--- config.mk ---
export PLATFORM = sky130hd
export DESIGN_NAME = hpd_port_cfg
export DESIGN_NICKNAME = d
export VERILOG_FILES = /design/src/rtl/hpd_pkg.sv /design/src/rtl/hpd_port_map.sv /design/src/rtl/hpd_port_cfg.sv
export VERILOG_INCLUDE_DIRS = /design/src /design/src/rtl
export SDC_FILE = /design/constraint.sdc
export NUM_CORES = 1
export LEC_CHECK = 0
export ABC_CLOCK_PERIOD_IN_PS = 2300
export BUFFER_PORTS_ARGS = -buffer_cell sky130_fd_sc_hd__buf_2
export CAP_MARGIN = 10
export CORE_MARGIN = 2
export CORE_UTILIZATION = 50
export CTS_CLUSTER_SIZE = 10
export DETAILED_ROUTE_END_ITERATION = 6
export PLACE_DENSITY_LB_ADDON = 0.3
export SLEW_MARGIN = 5
export SYNTH_ARGS = -nofsm -noshare
export SYNTH_HDL_FRONTEND = slang
export SYNTH_HIERARCHICAL = 1
export SYNTH_SLANG_ARGS = --single-unit
export TNS_END_PERCENT = 10
--- constraint.sdc ---
create_clock -name i_clk -period 2.3 [get_ports i_clk]
set_input_delay 0.23 -clock i_clk [delete_from_list [all_inputs] [get_ports i_clk]]
set_output_delay 0.23 -clock i_clk [all_outputs]
set_load 0.01 [all_outputs]
--- src/rtl/hpd_regs.svh ---
// Purpose: offsets, field positions and reset values of the port-off and
//          current budget registers
// Assumes: byte-wide configuration port, 8-bit register index
// Notes: definitions only
`ifndef HPD_REGS_SVH
`define HPD_REGS_SVH

// ****************************************
// register offsets
// ****************************************
`define HPD_OFS_SP_PORT_OFF 8'h0A
`define HPD_OFS_BP_PORT_OFF 8'h0B
`define HPD_OFS_SP_BUDGET 8'h0C
`define HPD_OFS_BP_BUDGET 8'h0D
`define HPD_OFS_REMAP 8'h08

// ****************************************
// field layout
// ****************************************
`define HPD_PORT_LSB 1
`define HPD_PORT_MSB 4
`define HPD_PORT_MASK 8'h1E
`define HPD_REMAP_BIT 3
`define HPD_NUM_PORTS 4

// ****************************************
// reset values
// ****************************************
`define HPD_RST_PORT_OFF 8'h00
`define HPD_RST_BUDGET 8'h32
`define HPD_RST_REMAP 8'h00

`endif

--- src/rtl/hpd_pkg.sv ---
// Purpose: types shared by the port-off and current budget block
// Assumes: four downstream ports
// Notes: none
package hpd_pkg;
  typedef logic [3:0] hpd_ports_t;
  typedef logic [7:0] hpd_byte_t;

  typedef struct packed {
    logic wr;
    logic rd;
    logic [7:0] addr;
    logic [7:0] wdata;
  } hpd_cfg_req_t;

  typedef struct packed {
    logic [2:0] count;
    logic [3:0] phys_of_log1;
    logic [3:0] phys_of_log2;
    logic [3:0] phys_of_log3;
    logic [3:0] phys_of_log4;
  } hpd_map_t;

  typedef enum logic [1:0] {
    HPD_CFG_STRAP = 2'b01,
    HPD_CFG_LOADED = 2'b10
  } hpd_cfg_src_t;
endpackage

--- src/rtl/hpd_port_map.sv ---
// Purpose: count of enabled ports and logical-to-physical renumbering
// Assumes: bit n of the off mask is physical port n+1
// Notes: purely combinational
`timescale 1ns/1ps
`default_nettype none
module hpd_port_map (
  input wire hpd_pkg::hpd_ports_t i_off,
  output hpd_pkg::hpd_map_t o_map
);
  import hpd_pkg::*;

  // ****************************************
  // packing of active ports
  // ****************************************
  always_comb begin
    logic [2:0] n;
    logic [3:0] slot [0:3];
    n = 3'h0;
    for (int k = 0; k < 4; k++) begin
      slot[k] = 4'h0;
    end
    for (int p = 0; p < 4; p++) begin
      if (!i_off[p]) begin
        slot[n[1:0]] = 4'(1 << p);
        n = 3'(n + 3'h1);
      end
    end
    o_map.count = n;
    o_map.phys_of_log1 = slot[0];
    o_map.phys_of_log2 = slot[1];
    o_map.phys_of_log3 = slot[2];
    o_map.phys_of_log4 = slot[3];
  end
endmodule
`default_nettype wire

--- src/rtl/hpd_port_cfg.sv ---
// Purpose: port-off masks and upstream current budgets of a 4-port hub
// Assumes: byte-wide configuration writes from the loader or serial slave
// Notes: registers are 8 bits, reached at their own index
//
// Operation
// - Self-powered mask bits 4..1 switch off ports 4..1 when one.
// - Bus-powered mask has the same layout and is used when bus powered.
// - Bits 7..5 and bit 0 of both masks are reserved and read zero.
// - In standard mode ports flagged in the active mask are off for good.
// - The port count reported equals the number of ports left on.
// - The remaining ports are renumbered as a consecutive set.
// - With the internal default set, the two strap pins pick off ports.
// - Self-powered budget is eight bits in 2 mA steps, reported as is.
// - Bus-powered budget is eight bits in 2 mA steps, reported as is.
// - Re-map select zero is standard mode, one is re-map mode.
`timescale 1ns/1ps
`default_nettype none
`include "hpd_regs.svh"
module hpd_port_cfg (
  input wire logic i_clk,
  input wire logic i_rst,
  input wire hpd_pkg::hpd_cfg_req_t i_cfg,
  input wire logic i_use_default,
  input wire logic [1:0] i_port_off_strap_pins,
  input wire logic i_self_powered,
  output logic [7:0] o_rdata,
  output logic [2:0] o_port_count,
  output hpd_pkg::hpd_ports_t o_port_enabled,
  output hpd_pkg::hpd_map_t o_port_map,
  output logic [7:0] o_current_budget,
  output logic o_remap_mode
);
  import hpd_pkg::*;

  // ****************************************
  // state
  // ****************************************
  typedef struct packed {
    logic [1:0] strap_s1;
    logic [1:0] strap_s2;
    logic dflt_s1;
    logic dflt_s2;
    logic pwr_s1;
    logic pwr_s2;
    hpd_byte_t sp_off;
    hpd_byte_t bp_off;
    hpd_byte_t sp_budget;
    hpd_byte_t bp_budget;
    hpd_byte_t remap;
    hpd_byte_t rdata;
    hpd_ports_t enabled;
    logic [2:0] count;
    hpd_map_t map;
    hpd_byte_t budget;
  } hpd_state_t;

  hpd_state_t st_reg;
  hpd_state_t st_next;
  hpd_ports_t strap_off;
  hpd_ports_t active_off;
  hpd_map_t map_w;
  logic remap_on;

  // ****************************************
  // strap decode
  // ****************************************
  // straps: 00 none, 01 port 1, 10 ports 1-2, 11 ports 1-3 off
  always_comb begin
    unique case (st_reg.strap_s2)
      2'b00: strap_off = 4'h0;
      2'b01: strap_off = 4'h1;
      2'b10: strap_off = 4'h3;
      2'b11: strap_off = 4'h7;
    endcase
  end

  assign remap_on = st_reg.remap[`HPD_REMAP_BIT];

  // ****************************************
  // mask selection
  // ****************************************
  always_comb begin
    if (remap_on) begin
      active_off = 4'h0;
    end else if (st_reg.dflt_s2) begin
      active_off = strap_off;
    end else if (st_reg.pwr_s2) begin
      active_off = st_reg.sp_off[`HPD_PORT_MSB:`HPD_PORT_LSB];
    end else begin
      active_off = st_reg.bp_off[`HPD_PORT_MSB:`HPD_PORT_LSB];
    end
  end

  hpd_port_map hpd_port_map_inst (
    .i_off(active_off),
    .o_map(map_w)
  );

  // ****************************************
  // next state
  // ****************************************
  always_comb begin
    st_next = st_reg;
    st_next.strap_s1 = i_port_off_strap_pins;
    st_next.strap_s2 = st_reg.strap_s1;
    st_next.dflt_s1 = i_use_default;
    st_next.dflt_s2 = st_reg.dflt_s1;
    st_next.pwr_s1 = i_self_powered;
    st_next.pwr_s2 = st_reg.pwr_s1;
    if (i_cfg.wr) begin
      unique case (i_cfg.addr)
        `HPD_OFS_SP_PORT_OFF:
          st_next.sp_off = i_cfg.wdata & `HPD_PORT_MASK;
        `HPD_OFS_BP_PORT_OFF:
          st_next.bp_off = i_cfg.wdata & `HPD_PORT_MASK;
        `HPD_OFS_SP_BUDGET: st_next.sp_budget = i_cfg.wdata;
        `HPD_OFS_BP_BUDGET: st_next.bp_budget = i_cfg.wdata;
        `HPD_OFS_REMAP:
          st_next.remap = i_cfg.wdata & 8'h08;
        default: ;
      endcase
    end
    st_next.rdata = 8'h00;
    if (i_cfg.rd) begin
      unique case (i_cfg.addr)
        `HPD_OFS_SP_PORT_OFF: st_next.rdata = st_reg.sp_off;
        `HPD_OFS_BP_PORT_OFF: st_next.rdata = st_reg.bp_off;
        `HPD_OFS_SP_BUDGET: st_next.rdata = st_reg.sp_budget;
        `HPD_OFS_BP_BUDGET: st_next.rdata = st_reg.bp_budget;
        `HPD_OFS_REMAP: st_next.rdata = st_reg.remap;
        default: st_next.rdata = 8'h00;
      endcase
    end
    st_next.enabled = ~active_off;
    st_next.count = map_w.count;
    st_next.map = map_w;
    st_next.budget = st_reg.pwr_s2 ? st_reg.sp_budget
                                   : st_reg.bp_budget;
  end

  always_ff @(posedge i_clk) begin
    if (i_rst) begin
      st_reg <= '0;
      st_reg.sp_off <= `HPD_RST_PORT_OFF;
      st_reg.bp_off <= `HPD_RST_PORT_OFF;
      st_reg.sp_budget <= `HPD_RST_BUDGET;
      st_reg.bp_budget <= `HPD_RST_BUDGET;
      st_reg.remap <= `HPD_RST_REMAP;
      st_reg.enabled <= 4'hF;
      st_reg.count <= 3'h4;
      st_reg.map <= {3'h4, 4'h1, 4'h2, 4'h4, 4'h8};
      st_reg.budget <= `HPD_RST_BUDGET;
    end else begin
      st_reg <= st_next;
    end
  end

  assign o_rdata = st_reg.rdata;
  assign o_port_count = st_reg.count;
  assign o_port_enabled = st_reg.enabled;
  assign o_port_map = st_reg.map;
  assign o_current_budget = st_reg.budget;
  assign o_remap_mode = remap_on;
endmodule
`default_nettype wire

* After elaboration in Yosys (flattened, before gate mapping)
Cells that the tools add are included.
** Storage, ports and cells
- Bits in registers :: 72
- Output and inout bits :: 43
- Logic and storage cells :: 80
** Cells by class
- Add/sub/neg operators :: 3
- $lt $le $gt $ge :: 6
- Equality and inequality tests :: 8
- Muxes and demuxes :: 20
- Bitwise gates (word level) :: 14
- Reduce and logical (&&, ||, !) cells :: 10
** Operators by type and width (count)
- $mux 16 :: 3
- $eq 8x4->1 const B :: 5
- $pmux 8 s5 :: 1
- $and 12x12->12 :: 3
- $not 12->12 :: 3
- $demux 4 s2 :: 3
- $mux 4 :: 6
- $pmux 4 s4 :: 1
- $reduce_and 2->1 :: 5
- $ge 3x3->1 const B :: 3
- $lt 3x1->1 const B :: 3
- $mux 3 :: 3
- $mux 8 :: 1
- $or 4x4->4 :: 2
- $add 3x1->3 const B :: 2
- $not 2->3 :: 2
- $eq 2x2->1 const B :: 2
- $not 4->4 :: 1
- $or 1x4->4 const A :: 1
- $logic_and 1x1->1 :: 3
- $not 1->3 :: 1
- $add 1x1->2 const B :: 1
- $eq 2x1->1 const B :: 1
- $logic_not 2->1 :: 1
- 3 further kinds :: 4

* Depth between registers and ports, before layout
Gate-level depths: netlist (run 1).
- Depth in word-level cells :: 17
- Mapped depth :: 13
- Depth with buffers taken out :: 11

* Hierarchy
Netlist (run 1), hierarchy kept.
** Modules (own cells, without submodules)
- hpd_port_cfg :: times used 1, cells an instance 302, area each 3044.2 sq um
- hpd_port_map :: times used 1, cells an instance 50, area each 405.4 sq um

* Worst setup path before layout (run 1)
No wires, ideal clock.
- Path kind :: reg-to-reg
- From :: reg st_reg[82] in the netlist's numbering
- To :: reg st_reg, in the netlist o_port_map[12]
- Data arrival time :: 2455 ps
- Path slack :: -278 ps
- Cell stages (with the launch flop) :: 11
- Buffers on the path :: 2
- Clock period less this slack :: 2578 ps
- Cell sequence :: dfxtp_1 clkbuf_1 mux2_2 o211a_1 inv_1 ha_1 buf_6 or3b_1 a21oi_2 nor2_1 or2_2
** RTL lines
- start: declaration :: RTL line hpd_port_cfg.sv:57 : hpd_state_t st_reg;
- start signal: assignment :: RTL line hpd_port_cfg.sv:154 : st_reg <= st_next;

==> results of run 1 <==
==> kinds of logic (layout without fill, tap and decap cells) <==
kind of cell | Yosys count | count (layout) | synth area share, %
buf+inv | 70 | 95 | 13.6
simple gates | 132 | 132 | 23.0
xor+xnor | 2 | 2 | 0.508
fa+ha+maj | 8 | 8 | 2.90
mux | 43 | 43 | 12.6
flops | 72 | 72 | 41.8
compound gates | 24 | 24 | 5.48
other cells | 1 | 5 | 0.109
==> worst min path at each step <==
stage / startpoint / endpoint / cells past startpoint
after global routing: i_self_powered / st_next[82] / 2
final: i_self_powered / st_next[82] / 2
after floorplan: i_self_powered / st_next[82] / 1
after detailed placement: st_next[87] / st_reg[87] / 1
after global placement: st_next[86] / st_reg[86] / 1
after CTS: i_self_powered / st_next[82] / 2
==> per-stage QoR <==
step / util (%) / area, um2 / TNS [ns]
floorplan: - / 3510 / -0.0207
global placement: 52.7 / 3540 / 0
detailed placement: 52.7 / 3540 / 0
CTS: 56.3 / 3780 / 0
finish: 56.5 / 3800 / 0
global route: 56.5 / 3800 / -0.0354
==> layer usage <==
| layer | vias to the layer above | track usage (%) | wire, um |
|---|---|---|---|
| li1 | 1165 | - | - |
| met1 | 1037 | 20.0 | 2640 |
| met3 | 11 | 3.32 | 256 |
| met5 | - | 0 | 0 |
| met4 | 0 | 8.52 | 128 |
| met2 | 52 | 24.6 | 2800 |
==> cells in the final DEF (no fill, tap or decap), types with 3 or more instances in the layout <==
cell,netlist,routed
a211o_1,3,3
and3b_1,4,4
buf_2,3,66
buf_4,48,8
bufinv_16,0,3
clkbuf_8,0,9
conb_1,1,5
dfxtp_1,72,70
ha_1,8,7
inv_1,5,3
mux2i_1,40,40
nand2_1,4,4
nand2b_1,30,30
nand3_1,5,5
nand3b_1,10,10
nor2_1,26,25
nor2b_1,29,29
nor3_2,1,3
nor3b_1,3,3
o21ai_0,5,5
or2_2,5,4
==> report_power, final <==
part           internal, mW  switching [mW]  total [mW]
Clock                 0.722           0.479        1.20
Sequential             1.27         0.00799        1.28
Combinational        0.0971           0.104       0.201
Total                  2.09           0.591        2.68
==> area by class of cell <==
type	instances	area [um2]	area share [%]
Multi-Input combinational cell	214	1600	42.1
Inverter	5	21.3	0.560
Tap cell	80	100	2.64
Timing Repair Buffer	74	390	10.3
Clock buffer	9	124	3.26
Sequential cell	72	1440	38.0
Clock inverter	7	119	3.13
==> timing repair <==
item,in CTS,in global routing
gates resized for setup,0,3
buffers inserted,0,1
setup endpoints to repair,0,4
hold buffers,0,0
==> critical path: cells and delay by family, from the launching register on <==
kind	cells	cell delay, ns
compound gates	2	0.45
fa+ha+maj	1	0.23
buf+inv	1	0.08
flops	1	0.36
mux	1	0.31
simple gates	3	0.70
==> out/qor.yml, run 1 <==
power_and_ir_drop:
  max-vdd-ir-drop_mv: 0.325
  leakagePower_nw: 1.64
  power_mw: 2.68
  powerDensity_nw_per_um2: 706
job:
  cap_violations: 0
die:
  die-area_um2: 7580
  ioPinCount: 67
  die_x_um: 87.1
  fp.dieH_um: 87.1
  core_um2: 6720
  initial_core_util_pct: 51.3
  fp-row-count: 30
sta:
  whs_ns: 0.0935
  layout_setup_ws_ns: 0.0612
  period_minus_slack_ns: 2.24
  fin_crit_sh_pct: 97.3
  setup_viol: 0
  finalHoldViolations: 0
  rsz0062_at_grt: "yes"
  worst_pin_slew_ns: 0.654
  slew_headroom_pct: 56.0
  clock.fmax_mhz: 447
  maxSlewViolCount: 0
  finalClockSkew_ns: 0.00772
yosys:
  synth_cells: 352
  synthArstFlopShare_pct: 0
  yosys.area.top_type: "dfxtp_1"
  avgSynthCellArea_um2: 9.80
  synth_commonest_cells: "72 x dfxtp_1, 48 x buf_4, 40 x mux2i_1"
  synth-seq-area-share_pct: 41.8
  ys_types: 42
  synthDominantCellAreaShare_pct: 41.8
  yosys_register_bits: 72
  netlist_area_um2: 3450
  yosys_warnings: 6
  yosys_most_used_dff: "dfxtp_1"
  synthTopCellsByArea: "dfxtp_1 42%, mux2i_1 12%, buf_4 10%"
  synth_edf_count: 0
  synth.most_common_cell: "dfxtp_1"
global_routing:
  grt_max_degree: 64
  grtUsageTotal_pct: 15.6
  antenna_found_initial: 0
  grt_remaining_overflow: 0
  grt_pass1_wl_mm: 9.22
  grt_pass1_vias: 2025
detailed_routing:
  vias_per_cell: 4.91
  dr.pass1.iters: 4
  drc: 0
  drt-total-wl_mm: 5.82
  post_drt_wl_per_cell_um: 12.6
  ant_nets: 0
  drtIter0Drc: 72
  via_count: 2265
finish:
  largest_reg_flops: 28
  areaGrowthSynthToFinish_pct: 10.1
  fillers: 612
  stdcell_count: 461
  drive_above_1_share_pct: 30.4
  antenna_cells: 0
  layout.nets: 408
worst_setup_path:
  slowest_stage: "or3b_1"
  path_class: "flip-flop to flip-flop"
  reg2reg_depth: 8
  cp-startpoint: "st_reg[82]"
  reg2reg_slack_ns: 0.06
  timing.rr.end: "o_port_map[9]"
  endpoint: "o_port_map[9]"
  r2r_start: "st_reg[82]"
  critPathLaunchType: "flip-flop"
  critPathMaxFanout: 8
  cp_data_arrival_time_ns: 2.47
  max_stage_delay_ns: 0.38
  worstPathCellList: "mux2_4, o211a_4, inv_4, ha_4, or3b_1, a21oi_2, nor2b_1, or2_2"
  cp-end-kind: "flip-flop"
  cp.required_ns: 2.53
clock_network:
  cts_sinks: 72
  cts_buffers: 9
  clkLatencyLatePin_ns: 0.34
  clk_pin_slew_ns: 0.07
  cts_tree: "yes"
  clk_path_buf_depth: 2
  htreeDepth: 3
  cts_root_buf: "clkbuf_8"
placed_design:
  dp_hpwl_mm: 4.03
  io_buffers: 66
  dp_cells: 444
  gp_congestion: 0.816
  place_ws_ns: 0.0396
run_status:
  status: "complete, no violations"
min_path:
  hold_path.class: "input port to flip-flop"
Note: power is estimated with default switching activity, not from simulation.
==> inputs of run 2 (changes only) <==
- ABC_CLOCK_PERIOD_IN_PS: 2300 -> 2700
- clock period: 2.3 -> 2.7 ns (I/O delays scaled with it)
==> out/qor.yml, run 2 (same netlist as run 1, synthesis figures left out) <==
global_routing:
  grt_pass1_wl_mm: 9.44
  antenna_found_initial: 0
  grtUsageTotal_pct: 16.1
  grt_pass1_vias: 2005
  grt_max_degree: 50
  grt_remaining_overflow: 0
clock_network:
  postCtsSetupBuffers: 0
  clk_path_buf_depth: 2
  clk_pin_slew_ns: 0.07
  clkLatencyLatePin_ns: 0.34
  cts_tree: "yes"
  htreeDepth: 3
  cts_buffers: 9
  cts_root_buf: "clkbuf_8"
  cts_sinks: 72
sta:
  finalClockSkew_ns: 0.0124
  fin_crit_sh_pct: 92.1
  period_minus_slack_ns: 2.49
  rsz0062_at_grt: "no"
  worst_pin_slew_ns: 0.737
  clock.fmax_mhz: 402
  finalHoldViolations: 0
  tns_ns: 0
  maxSlewViolCount: 0
  setup_viol: 0
  slew_headroom_pct: 50.9
detailed_routing:
  ant_nets: 0
  drtIter0Drc: 64
  post_drt_wl_per_cell_um: 12.7
  via_count: 2241
  drc: 0
  dr.pass1.iters: 4
  vias_per_cell: 4.88
  drt-total-wl_mm: 5.81
placed_design:
  dp_hpwl_mm: 4.07
  gp_congestion: 0.811
  io_buffers: 66
  postPlaceCellArea_um2: 3490
finish:
  mostFrequentLayoutCells: "72 x dfxtp_1, 66 x buf_2, 40 x mux2i_1"
  drive_above_1_share_pct: 28.5
  multi_input_area_um2: 1580
  areaGrowthSynthToFinish_pct: 7.47
  final_util_pct: 55.2
  largest_reg_flops: 28
  final_area_um2: 3710
  layout_commonest_cell: "dfxtp_1"
  antenna_cells: 0
  layout.nets: 406
  fillers: 617
  regArea_um2: 1440
worst_setup_path:
  critPathMaxFanout: 12
  path_class: "flip-flop to flip-flop"
  cp.required_ns: 2.92
  cp-end-kind: "flip-flop"
  critPathLaunchType: "flip-flop"
  cp_data_arrival_time_ns: 2.71
die:
  core_um2: 6720
  ioPinCount: 67
  fp-row-count: 30
  die-area_um2: 7580
  initial_core_util_pct: 51.3
  die_x_um: 87.1
  fp.dieH_um: 87.1
run_status:
  status: "complete, no violations"
power_and_ir_drop:
  leakagePower_nw: 1.61
  max-vdd-ir-drop_mv: 0.273
  powerDensity_nw_per_um2: 555
min_path:
  hold_path.class: "input port to flip-flop"
job:
  cap_violations: 0
-- run 2: changes by cell type in the layout (fill, tap and decap cells not counted), moves of 2 or more --
cell	before	now
clkbuf_8	9	12
buf_4	8	6
dfxtp_1	70	72
inv_1	3	5
bufinv_16	3	0
dfxtp_2	2	0
-- run 2: power by group --
group	switching, mW	internal [mW]	leakage [nW]	total (mW)
registers	0.00678	1.08	0.585	1.09
logic	0.0866	0.0794	0.931	0.166
clock network	0.395	0.409	0.0988	0.804
total	0.488	1.57	1.61	2.06
-- run 2: timing repair --
action / in CTS / in global routing
hold buffers: 0 / 0
setup endpoints to repair: 1 / 6
resized for setup: 1 / 4
-- run 2: stage by stage --
step                      hold slack, ns  setup slack [ns]  cells  power, mW
after detailed placement           0.421           -0.0194    443       1.28
final                              0.141             0.214    459       2.06
after CTS                          0.127            0.0391    459       2.08
after floorplan                    0.398             0.122    356       1.25
after global placement             0.423             0.118    443       1.27
after global routing               0.128            0.0188    459       2.15
-- run 2: area by class of cell --
type / count / share of cell area [%]
repair buffers: 72 / 10.1
multi-input cells: 214 / 42.6
well taps: 80 / 2.70
flip-flops and latches: 72 / 38.9
inverters: 5 / 0.506
clock inverters: 4 / 0.709
clock buffers: 12 / 4.45
-- run 2: worst max-delay path: stages (launching register included) --
cell and delay [ns]:
dfxtp_1 0.41, mux2_2 0.35, o211a_1 0.27, inv_1 0.17, ha_4 0.24, or4b_4 0.49, o31ai_4 0.09, nor3b_1 0.08
or2_2 0.27
-- run 2: layer usage --
layer | part of all wire (%) | vias up | GRT usage, %
li1 | - | 1157 | -
met1 | 48 | 1027 | 20.9
met2 | 47 | 48 | 24.7
met3 | 3.5 | 9 | 4.55
met4 | 1.8 | 0 | 7.67
met5 | 0 | - | 0
-- run 2: path summary, 6_finish.rpt --
path | to | slack [ns] | from | cells past startpoint
worst min-delay path | st_next[86] | 0.14 | i_port_off_strap_pins[0] | 2
worst min register to register | st_reg[82] | 0.44 | st_next[82] | 1
worst max-delay path | o_port_map[6] | 0.21 | st_reg[82] | 8
worst max register to register | o_port_map[6] | 0.21 | st_reg[82] | 8
==> inputs of run 3 (changes only) <==
- ABC_CLOCK_PERIOD_IN_PS: 2700 -> 2350
- CELL_PAD_IN_SITES_DETAIL_PLACEMENT: unset -> 0
- CELL_PAD_IN_SITES_GLOBAL_PLACEMENT: unset -> 1
- CORE_UTILIZATION: 50 -> 42
- clock period: 2.7 -> 2.35 ns (I/O delays scaled with it)
==> out/qor.yml, run 3 (same netlist as run 1, synthesis figures left out) <==
clock_network:
  htreeDepth: 3
  cts_root_buf: "clkbuf_8"
  clk_pin_slew_ns: 0.08
  cts_sinks: 72
  cts_buffers: 9
  cts_tree: "yes"
  postCtsSetupBuffers: 0
  clkLatencyLatePin_ns: 0.34
  clk_path_buf_depth: 2
  hold_buffers: 0
placed_design:
  io_buffers: 66
  dp_hpwl_mm: 4.22
  dp_cells: 467
  gp_congestion: 0.753
power_and_ir_drop:
  leakagePower_nw: 1.60
  max-vdd-ir-drop_mv: 0.325
  powerDensity_nw_per_um2: 610
worst_setup_path:
  path_class: "flip-flop to flip-flop"
  critPathMaxFanout: 12
  cp-end-kind: "flip-flop"
  r2r_start: "st_reg[82]"
  reg2reg_depth: 9
  cp_data_arrival_time_ns: 2.53
  reg2reg_slack_ns: 0.06
  timing.rr.end: "o_port_map[6]"
  critPathLaunchType: "flip-flop"
  cp.required_ns: 2.58
die:
  fp-row-count: 33
  ioPinCount: 67
  die_x_um: 94.6
  core_um2: 8090
  initial_core_util_pct: 42.6
  die-area_um2: 8950
  fp.dieH_um: 94.6
finish:
  antenna_cells: 0
  stdcell_count: 483
  largest_reg_flops: 28
  mostFrequentLayoutCells: "71 x dfxtp_1, 66 x buf_2, 39 x mux2i_1"
  areaGrowthSynthToFinish_pct: 8.38
  layout.nets: 405
  layout_commonest_cell: "dfxtp_1"
  drive_above_1_share_pct: 29.6
detailed_routing:
  drc: 0
  ant_nets: 0
  via_count: 2188
  drt-total-wl_mm: 5.97
  drtIter0Drc: 63
  post_drt_wl_per_cell_um: 12.4
  vias_per_cell: 4.53
  dr.pass1.iters: 4
global_routing:
  grt_pass1_wl_mm: 9.58
  grt_pass1_vias: 2047
  grt_max_degree: 64
  grt_remaining_overflow: 0
  grtUsageTotal_pct: 13.8
  antenna_found_initial: 0
min_path:
  hold_end: "st_next[87]"
  hp-start: "i_port_off_strap_pins[1]"
  holdPathStages: 2
  hold_path.class: "input port to flip-flop"
run_status:
  status: "complete, no violations"
job:
  cap_violations: 0
sta:
  worst_pin_slew_ns: 0.647
  whs_ns: 0.108
  maxSlewViolCount: 0
  finalClockSkew_ns: 0.0113
  period_minus_slack_ns: 2.29
  rsz0062_at_grt: "yes"
  slew_headroom_pct: 56.6
  setup_viol: 0
  clock.fmax_mhz: 436
  finalHoldViolations: 0
  fin_crit_sh_pct: 97.6
==> run 3: power breakdown <==
group,internal (mW),switching (mW),leakage [nW]
logic,0.0917,0.100,0.929
registers,1.24,0.00827,0.586
clock network,0.378,0.459,0.0858
==> run 3: worst max-delay path by stage <==
stage / end / depth (start not counted) / from
global route: o_port_map[6] / 9 / st_reg[82]
global placement: o_port_map[6] / 9 / st_reg[82]
detailed placement: o_port_map[6] / 9 / st_reg[82]
finish: o_port_map[6] / 9 / st_reg[82]
floorplan: o_port_map[12] / 10 / st_reg[82]
CTS: o_port_map[6] / 9 / st_reg[82]
==> run 3: what timing repair did <==
item,CTS,global route
resized for setup,1,4
setup endpoints to repair,1,5
pin swaps,0,0
==> run 3: through the flow <==
step	util [%]	area, um2	setup TNS [ns]	power [mW]	setup WS (ns)
2_1_floorplan	-	3510	0	1.45	0.0371
3_3_place_gp	43.9	3560	0	1.47	0.0560
3_5_place_dp	43.9	3560	0	1.47	0.00193
4_1_cts	46.0	3720	0	2.31	0.0246
5_1_grt	46.2	3740	-0.0616	2.39	-0.0303
6_report	46.2	3740	0	2.28	0.0572
==> run 3: cell type report <==
class / instances / area [um2]
clock buffer: 10 / 128
clock inverter: 6 / 36.3
fill: 813 / 4350
inverter: 5 / 21.3
multi-input combinational: 214 / 1610
sequential: 72 / 1440
tap: 105 / 131
timing repair buffer: 71 / 372
==> run 3: metal layers <==
| metal | vias up | global-route usage (%) | share of wire (%) | routed length [um] |
|---|---|---|---|---|
| met5 | - | 0 | 0 | 0 |
| met3 | 8 | 3.67 | 4.1 | 243 |
| met2 | 40 | 21.9 | 46 | 2750 |
| li1 | 1158 | - | - | - |
| met1 | 982 | 18.0 | 48 | 2890 |
| met4 | 0 | 5.31 | 1.4 | 83 |
==> run 3: critical path: stages, from the launching register on <==
cell	delay [ns]
dfxtp_2	0.36
mux2_2	0.35
o22ai_2	0.18
nor2_4	0.07
inv_2	0.10
ha_4	0.21
or4b_4	0.49
o31ai_4	0.08
nor3b_1	0.08
or2_2	0.27
